[src/skt_defines.svh]
`ifndef SKT_DEFINES_SVH
`define SKT_DEFINES_SVH

// ----------------------------------------
// instruction words
// ----------------------------------------
`define SKT_OP_SKIP_ON_CARRY_CLEAR   10'h02f
`define SKT_OP_SKIP_PORT_BIT_LOW_W1  10'h024
`define SKT_OP_SKIP_PORT_BIT_LOW_W2  10'h02b
`define SKT_OP_TIMER_ONE_LOAD        10'h230

// ----------------------------------------
// field positions and limits
// ----------------------------------------
`define SKT_NIB_HI_MSB               7
`define SKT_NIB_HI_LSB               4
`define SKT_NIB_LO_MSB               3
`define SKT_NIB_LO_LSB               0
`define SKT_PORT_BIT_MAX             4'h7

// ----------------------------------------
// reset values
// ----------------------------------------
`define SKT_TIMER_RESET              8'hff
`define SKT_INDEX_RESET              4'h0

`endif

[src/skt_pkg.sv]
package skt_pkg;

  typedef enum logic [1:0] {
    ST_IDLE,
    ST_PORT_WORD2
  } skt_state_type;

  typedef enum logic [1:0] {
    SEL_NONE,
    SEL_CARRY,
    SEL_PORT_BIT
  } skt_test_type;

  typedef struct packed {
    skt_state_type state;
    logic [3:0]    index;
    logic          skip;
    logic          done;
    logic          busy;
    logic          timer_load;
    logic [7:0]    timer_one;
    logic [7:0]    timer_one_reload;
  } skt_regs_type;

endpackage

[src/skt_core.sv]
// Behaviour
// - carry clear: skip the next instruction
// - carry skip leaves carry flag untouched
// - carry set: next instruction runs normally
// - port bit by index low skips, high runs
// - index 0..7; two words, two cycles
// - register b to timer/reload high nibbles
// - accumulator to low nibbles, one cycle
`timescale 1ns/1ps
`include "skt_defines.svh"

module skt_core #(
  parameter int PORT_WIDTH  = 8,
  parameter int TIMER_WIDTH = 8
) (
  // clock and reset
  input  wire logic                   clk,
  input  wire logic                   rst_b,
  // instruction from decode
  input  wire logic                   op_valid,
  input  wire logic [9:0]             op_word,
  // cpu resources
  input  wire logic [3:0]             acc,
  input  wire logic [3:0]             reg_b,
  input  wire logic [3:0]             reg_y,
  input  wire logic                   carry_flag,
  input  wire logic [PORT_WIDTH-1:0]  port_d_latch,
  // results
  output logic                        skip_next_q,
  output logic                        op_done_q,
  output logic                        op_busy_q,
  output logic                        carry_write_q,
  output logic                        timer_load_q,
  output logic [TIMER_WIDTH-1:0]      timer_one_q,
  output logic [TIMER_WIDTH-1:0]      timer_one_reload_q
);

  // ----------------------------------------
  // state
  // ----------------------------------------
  skt_pkg::skt_regs_type  r_q;
  skt_pkg::skt_regs_type  r_d;
  skt_pkg::skt_test_type  test_sel;
  logic                   eval_skip;
  logic [3:0]             eval_index;

  // ----------------------------------------
  // skip evaluation
  // ----------------------------------------
  skt_skip_eval #(
    .PORT_WIDTH   (PORT_WIDTH)
  ) u_eval (
    .test_sel     (test_sel),
    .carry_flag   (carry_flag),
    .port_d_latch (port_d_latch),
    .index        (eval_index),
    .skip         (eval_skip)
  );

  assign eval_index = r_q.index;

  always_comb begin
    test_sel = skt_pkg::SEL_NONE;
    if (op_valid && r_q.state == skt_pkg::ST_IDLE && op_word == `SKT_OP_SKIP_ON_CARRY_CLEAR) begin
      test_sel = skt_pkg::SEL_CARRY;
    end else if (op_valid && r_q.state == skt_pkg::ST_PORT_WORD2 && op_word == `SKT_OP_SKIP_PORT_BIT_LOW_W2) begin
      test_sel = skt_pkg::SEL_PORT_BIT;
    end
  end

  // ----------------------------------------
  // next state
  // ----------------------------------------
  always_comb begin
    r_d            = r_q;
    r_d.skip       = 1'b0;
    r_d.done       = 1'b0;
    r_d.timer_load = 1'b0;
    case (r_q.state)
      skt_pkg::ST_IDLE: begin
        r_d.busy = 1'b0;
        if (op_valid) begin
          if (op_word == `SKT_OP_SKIP_ON_CARRY_CLEAR) begin
            r_d.skip = eval_skip;
            r_d.done = 1'b1;
          end else if (op_word == `SKT_OP_SKIP_PORT_BIT_LOW_W1) begin
            r_d.index = reg_y;
            r_d.busy  = 1'b1;
            r_d.state = skt_pkg::ST_PORT_WORD2;
          end else if (op_word == `SKT_OP_TIMER_ONE_LOAD) begin
            r_d.timer_one[`SKT_NIB_HI_MSB:`SKT_NIB_HI_LSB]        = reg_b;
            r_d.timer_one_reload[`SKT_NIB_HI_MSB:`SKT_NIB_HI_LSB] = reg_b;
            r_d.timer_one[`SKT_NIB_LO_MSB:`SKT_NIB_LO_LSB]        = acc;
            r_d.timer_one_reload[`SKT_NIB_LO_MSB:`SKT_NIB_LO_LSB] = acc;
            r_d.timer_load = 1'b1;
            r_d.done       = 1'b1;
          end
        end
      end
      skt_pkg::ST_PORT_WORD2: begin
        if (op_valid) begin
          r_d.state = skt_pkg::ST_IDLE;
          r_d.busy  = 1'b0;
          if (op_word == `SKT_OP_SKIP_PORT_BIT_LOW_W2) begin
            r_d.skip = eval_skip;
            r_d.done = 1'b1;
          end
        end
      end
      default: begin
        r_d.state = skt_pkg::ST_IDLE;
        r_d.busy  = 1'b0;
      end
    endcase
  end

  always_ff @(posedge clk) begin
    if (!rst_b) begin
      r_q.state            <= skt_pkg::ST_IDLE;
      r_q.index            <= `SKT_INDEX_RESET;
      r_q.skip             <= 1'b0;
      r_q.done             <= 1'b0;
      r_q.busy             <= 1'b0;
      r_q.timer_load       <= 1'b0;
      r_q.timer_one        <= `SKT_TIMER_RESET;
      r_q.timer_one_reload <= `SKT_TIMER_RESET;
    end else begin
      r_q <= r_d;
    end
  end

  // ----------------------------------------
  // outputs
  // ----------------------------------------
  assign skip_next_q        = r_q.skip;
  assign op_done_q          = r_q.done;
  assign op_busy_q          = r_q.busy;
  assign carry_write_q      = 1'b0;
  assign timer_load_q       = r_q.timer_load;
  assign timer_one_q        = r_q.timer_one;
  assign timer_one_reload_q = r_q.timer_one_reload;

  // ----------------------------------------
  // checks
  // ----------------------------------------
  chk_carry_clear_skip: assert property (@(posedge clk) disable iff (!rst_b)
    (op_valid && r_q.state == skt_pkg::ST_IDLE && op_word == `SKT_OP_SKIP_ON_CARRY_CLEAR && !carry_flag)
    |=> (skip_next_q && op_done_q))
    else $error("carry clear did not skip");

  chk_carry_untouched: assert property (@(posedge clk) disable iff (!rst_b)
    (op_valid && op_word == `SKT_OP_SKIP_ON_CARRY_CLEAR) |=> !carry_write_q [*2])
    else $error("carry skip wrote carry");

  chk_carry_set_run: assert property (@(posedge clk) disable iff (!rst_b)
    (op_valid && r_q.state == skt_pkg::ST_IDLE && op_word == `SKT_OP_SKIP_ON_CARRY_CLEAR && carry_flag)
    |=> (!skip_next_q && op_done_q))
    else $error("carry set skipped");

  chk_port_bit_test: assert property (@(posedge clk) disable iff (!rst_b)
    (op_valid && r_q.state == skt_pkg::ST_PORT_WORD2 && op_word == `SKT_OP_SKIP_PORT_BIT_LOW_W2
     && r_q.index <= `SKT_PORT_BIT_MAX)
    |=> (skip_next_q == !$past(port_d_latch[r_q.index[2:0]])))
    else $error("port bit skip mismatch");

  chk_port_two_words: assert property (@(posedge clk) disable iff (!rst_b)
    (op_valid && r_q.state == skt_pkg::ST_IDLE && op_word == `SKT_OP_SKIP_PORT_BIT_LOW_W1)
    |=> (op_busy_q && !op_done_q && r_q.index == $past(reg_y)))
    else $error("port skip first word not held");

  chk_timer_high: assert property (@(posedge clk) disable iff (!rst_b)
    (op_valid && r_q.state == skt_pkg::ST_IDLE && op_word == `SKT_OP_TIMER_ONE_LOAD)
    |=> (timer_one_q[7:4] == $past(reg_b) && timer_one_reload_q[7:4] == $past(reg_b)))
    else $error("timer high nibble wrong");

  chk_timer_low: assert property (@(posedge clk) disable iff (!rst_b)
    (op_valid && r_q.state == skt_pkg::ST_IDLE && op_word == `SKT_OP_TIMER_ONE_LOAD)
    |=> (timer_one_q[3:0] == $past(acc) && timer_one_reload_q[3:0] == $past(acc)
         && op_done_q && timer_load_q))
    else $error("timer low nibble wrong");

  chk_carry_no_wait: assert property (@(posedge clk) disable iff (!rst_b)
    (op_valid && r_q.state == skt_pkg::ST_IDLE && op_word == `SKT_OP_SKIP_ON_CARRY_CLEAR)
    |=> (!op_busy_q && op_done_q))
    else $error("carry skip did not finish in one cycle");

  chk_skip_with_done: assert property (@(posedge clk) disable iff (!rst_b)
    skip_next_q
    |-> op_done_q)
    else $error("skip without done");

  chk_port_word2_done: assert property (@(posedge clk) disable iff (!rst_b)
    (op_valid && r_q.state == skt_pkg::ST_PORT_WORD2 && op_word == `SKT_OP_SKIP_PORT_BIT_LOW_W2)
    |=> (op_done_q && !op_busy_q))
    else $error("port skip second word not done");

  chk_port_index_high: assert property (@(posedge clk) disable iff (!rst_b)
    (op_valid && r_q.state == skt_pkg::ST_PORT_WORD2 && r_q.index > `SKT_PORT_BIT_MAX)
    |=> !skip_next_q)
    else $error("index above range skipped");

  chk_port_abort_quiet: assert property (@(posedge clk) disable iff (!rst_b)
    (op_valid && r_q.state == skt_pkg::ST_PORT_WORD2 && op_word != `SKT_OP_SKIP_PORT_BIT_LOW_W2)
    |=> (!op_done_q && !skip_next_q && !op_busy_q))
    else $error("aborted port skip finished");

  chk_busy_state: assert property (@(posedge clk) disable iff (!rst_b)
    op_busy_q
    |-> (r_q.state == skt_pkg::ST_PORT_WORD2))
    else $error("busy outside second word wait");

  chk_load_with_done: assert property (@(posedge clk) disable iff (!rst_b)
    timer_load_q
    |-> op_done_q)
    else $error("load without done");

  chk_timer_hold: assert property (@(posedge clk) disable iff (!rst_b)
    (rst_b && !(op_valid && r_q.state == skt_pkg::ST_IDLE && op_word == `SKT_OP_TIMER_ONE_LOAD))
    |=> ($stable(timer_one_q) && $stable(timer_one_reload_q)))
    else $error("timer changed without load");

endmodule

[src/skt_skip_eval.sv]
`timescale 1ns/1ps
`include "skt_defines.svh"

module skt_skip_eval #(
  parameter int PORT_WIDTH = 8
) (
  // test selection
  input  wire skt_pkg::skt_test_type     test_sel,
  // tested sources
  input  wire logic                      carry_flag,
  input  wire logic [PORT_WIDTH-1:0]     port_d_latch,
  input  wire logic [3:0]                index,
  // result
  output logic                           skip
);

  // ----------------------------------------
  // bit pick with out-of-range guard
  // ----------------------------------------
  function automatic logic port_bit_low(input logic [PORT_WIDTH-1:0] port, input logic [3:0] idx);
    logic res;
    res = 1'b0;
    if (idx <= `SKT_PORT_BIT_MAX) begin
      res = ~port[idx[2:0]];
    end
    return res;
  endfunction

  always_comb begin
    case (test_sel)
      skt_pkg::SEL_CARRY:    skip = ~carry_flag;
      skt_pkg::SEL_PORT_BIT: skip = port_bit_low(port_d_latch, index);
      default:               skip = 1'b0;
    endcase
  end

endmodule

[config.mk]
export PLATFORM = sky130hd
export DESIGN_NAME = skt_core
export DESIGN_NICKNAME = d
export VERILOG_FILES = /design/src/skt_pkg.sv /design/src/skt_core.sv /design/src/skt_skip_eval.sv
export VERILOG_INCLUDE_DIRS = /design/src
export SDC_FILE = /design/constraint.sdc
export NUM_CORES = 1
export LEC_CHECK = 0
export CORE_AREA = 2 2 45 51
export DETAILED_ROUTE_END_ITERATION = 10
export DIE_AREA = 0 0 47 53
export DONT_BUFFER_PORTS = 1
export PLACE_DENSITY = 0.6
export SLEW_MARGIN = 40
export SYNTH_ARGS = -nofsm -noshare
export SYNTH_HDL_FRONTEND = slang
export SYNTH_SLANG_ARGS = --single-unit
[constraint.sdc]
create_clock -name clk -period 1.9 [get_ports clk]
set_input_delay 0.19 -clock clk [delete_from_list [all_inputs] [get_ports clk]]
set_output_delay 0.19 -clock clk [all_outputs]
set_load 0.1 [all_outputs]
==> results.sh <==
export IMPL_num_ports=55
export IMPL_synthTopCellsByArea="dfxtp_1 (39%), mux2i_1 (15%), buf_4 (15%)"
export IMPL_worst_path_max_delay_cell="mux4_1"
export IMPL_maximum_number_of_pins_on_one_net_before_global_route_repair=11
export IMPL_final_cell_area_sq_um=986
export IMPL_clkLatencyLatePin_ns=0.28
export IMPL_min_period_over_period_pct=75.4
export IMPL_synth_top_flop_cell="dfxtp_1"
export IMPL_synth_fa_ha_area_share_pct=0
export IMPL_crit_family="multiplexers"
export IMPL_finalWirelength_um=1540
export IMPL_htree_levels=1
export IMPL_cp_slowest_stage_delay_ns=0.55
export IMPL_yosys_area_top_type_share_pct=39.0
export IMPL_detail_route_wirelength_met1_um=575
export IMPL_core_rowCount=17
export IMPL_timing_critical_path_to_type="flip-flop"
export IMPL_synth_edff_count=0
export IMPL_layout_nets=125
export IMPL_synthDistinctLibCells=26
export IMPL_synth_largest_area_cell="dfxtp_1"
export IMPL_share_seq_of_total_power_pct=62.1
export IMPL_worstMarginPinSlew_ns=0.569
export IMPL_synth_yosys_seq_area_share_pct=39.0
export IMPL_power_density_cell_area_nw_per_um2=582
export IMPL_final_layout_size_suffix_gt1_share_pct=28.9
export IMPL_area_growth_synth_to_final_pct=13.1
export IMPL_route_detailed_drc=0
export IMPL_firstDrtPassIters=3
export IMPL_worst_ep_required_time_ns=2.11
export IMPL_post_detailed_route_count_of_antenna_violating_nets=0
export IMPL_power_combinational_fraction_pct=5.6
export IMPL_design_power_total_uw=574
export IMPL_max_slew_margin_pct=62.1
export IMPL_synthSimpleGateAreaFrac_pct=19.2
export IMPL_place_worst_setup_slack_ns=0.475
export IMPL_initial_util_pct=44.6
export IMPL_core_area_sq_um=1960
export IMPL_final_hold_viol_count=0
export IMPL_die_width_um=47
export IMPL_achievable_frequency_mhz=698
export IMPL_clkSlewWorstSetupHoldPaths_ns=0.10
export IMPL_detailed_place_hpwl_um=1250
export IMPL_final_core_util_pct=50.4
export IMPL_synth_area_sq_um=872
export IMPL_grt_overflow_total=0
export IMPL_stdcell_count=118
export IMPL_antenna_found_initial=0
export IMPL_clock_sink_count=17
export IMPL_final_setup_tns_ns=0
export IMPL_place_inst=113
export IMPL_design_die_area_sq_um=2490
export IMPL_ir_worst_vdd_uv=430
export IMPL_yosys_warning_count=0
export IMPL_wire_per_inst_um=13.1
export IMPL_area_fraction_in_compound_gates_after_synthesis_pct=2.73
export IMPL_detail_route_vias_per_cell=4.97
export IMPL_total_leakage_power_nw=0.460
export IMPL_drv_cap=0
export IMPL_proportion_of_total_power_due_to_net_switching_pct=22.1
export IMPL_syn_area_per_cell_sq_um=9.48
export IMPL_power_clock_fraction_pct=32.3
export IMPL_p_sw_uw=127
export IMPL_wl_met2_um=841
export IMPL_clock_tree_from_tritoncts="yes"
export IMPL_timing_final_ws_setup_ns=0.467
export IMPL_synth_mux_area_share_pct=20.9
export IMPL_p_int_uw=447
export IMPL_gp_routability_congestion=0.639
export IMPL_layout_filler_cells=190
export IMPL_antennaDiodeCount=0
export IMPL_grt_usage_pct=13.9
export IMPL_post_synth_inst_count=92
export IMPL_root_buffer="clkbuf_4"
export IMPL_port_buffer_count=0
export IMPL_cts_buffers=3
export IMPL_routed_via_count=587
export IMPL_ys_async_sr_fraction_pct=0
export IMPL_setup_viol=0
export IMPL_synth_nets=126
export IMPL_cts_post_setup_buffers_inserted=0
export IMPL_grt_first_pass_wirelength_um=2430
export IMPL_grt_setup_unrepaired="false"
export IMPL_largest_family_of_logic_cells_by_synthesized_area="multiplexers"
export IMPL_cts_resized=0
export IMPL_worst_path_cell_chain="mux4_1, mux2i_1, a31oi_1, nor3_1"
export IMPL_synth_seq_cells=17
export IMPL_clock_skew_ns=0.00280
export IMPL_whs_ns=0.0268
export IMPL_top_layer="met4"
export IMPL_number_of_global_route_vias_before_repair=657
export IMPL_routed_wl_met3_um=107
export IMPL_cts_root_to_sink_buffers=2
export IMPL_die_height_um=53
export IMPL_hp_class="input port to flip-flop"
export IMPL_startpoint_type="flip-flop"
export IMPL_critical_path_buffer_and_inverter_count=0
export IMPL_period_minus_slack_ns=1.43
export IMPL_worst_setup_path_type="flip-flop to flip-flop"
export IMPL_worst_path_max_fanout=3
export IMPL_cp_data_arrival_time_ns=1.64
export IMPL_synth_xor_xnor_area_share_pct=1.00
export IMPL_post_synth_most_frequent_cells="buf_4 (17), dfxtp_1 (17), nand2_1 (16)"
export IMPL_postPlaceCellArea_sq_um=948
export IMPL_first_iter_violations=2
export IMPL_report_final_slew_viol_count=0
export IMPL_outcome="finished, final reports clean"
## path summary, 6_finish.rpt
kind | to | slack, ns | from | cells after the start
max | skip_next_q$_SDFF_PN0_ | 0.47 | eval_index[0]$_SDFFE_PN0P_ | 4
min | timer_one_reload_q[6]$_SDFFE_PN1P_ | 0.03 | reg_b[2] | 2
max reg2reg | skip_next_q$_SDFF_PN0_ | 0.47 | eval_index[0]$_SDFFE_PN0P_ | 4
min reg2reg | eval_index[3]$_SDFFE_PN0P_ | 0.47 | eval_index[3]$_SDFFE_PN0P_ | 2
## timing repair
action	in CTS	in global routing
hold buffers	1	0
endpoints found under the setup margin	0	0
hold endpoints to repair	8	0
## cells in the final DEF, fill, tap and decap left out, types with 2 or more instances in the layout
cell and n:
buf_12 6, dfxtp_2 8, nor2_1 4, buf_4 7, mux4_1 2, mux2i_1 13, nand2_1 16, a21oi_1 2
nor3b_1 2, nand4_1 2, dfxtp_1 9, clkbuf_4 3
## flip-flops by register name, indices dropped and copies added (netlist names)
register,flops
timer_one_reload_q,8
eval_index,4
op_busy_q,1
op_done_q,1
r_q,1
skip_next_q,1
timer_load_q,1
## cells by family (layout without fill, tap and decap cells)
logic type	Yosys count	count (layout)
flip-flops	17	17
XOR/XNOR	1	1
buffers and inverters	21	19
multiplexers	15	15
AO/OA/AOI/OAI	4	4
AND/OR/NAND/NOR	33	33
other	1	1
## cell type report
type	count	area, sq um	area share, %
flip-flops and latches	17	350	35.5
repair buffers	14	183	18.5
clock buffers	3	22.5	2.28
clock inverters	1	5.00	0.508
well taps	28	35.0	3.55
multi-input cells	54	387	39.2
inverters	1	3.75	0.381
## power by group through the flow
stage               sequential [mW]  clock, mW  combinational [mW]
floorplan                     0.365          0              0.0319
global placement              0.364          0              0.0273
detailed placement            0.364          0              0.0282
CTS                           0.356      0.197              0.0325
global route                  0.356      0.214              0.0345
finish                        0.356      0.185              0.0321
## metal layers
layer,global-route usage (%),up-vias
met3,4.10,2
li1,-,290
met1,12.3,268
met2,26.0,27
met5,0,-
met4,8.33,0
No activity file was read; power rests on OpenSTA's default activity.
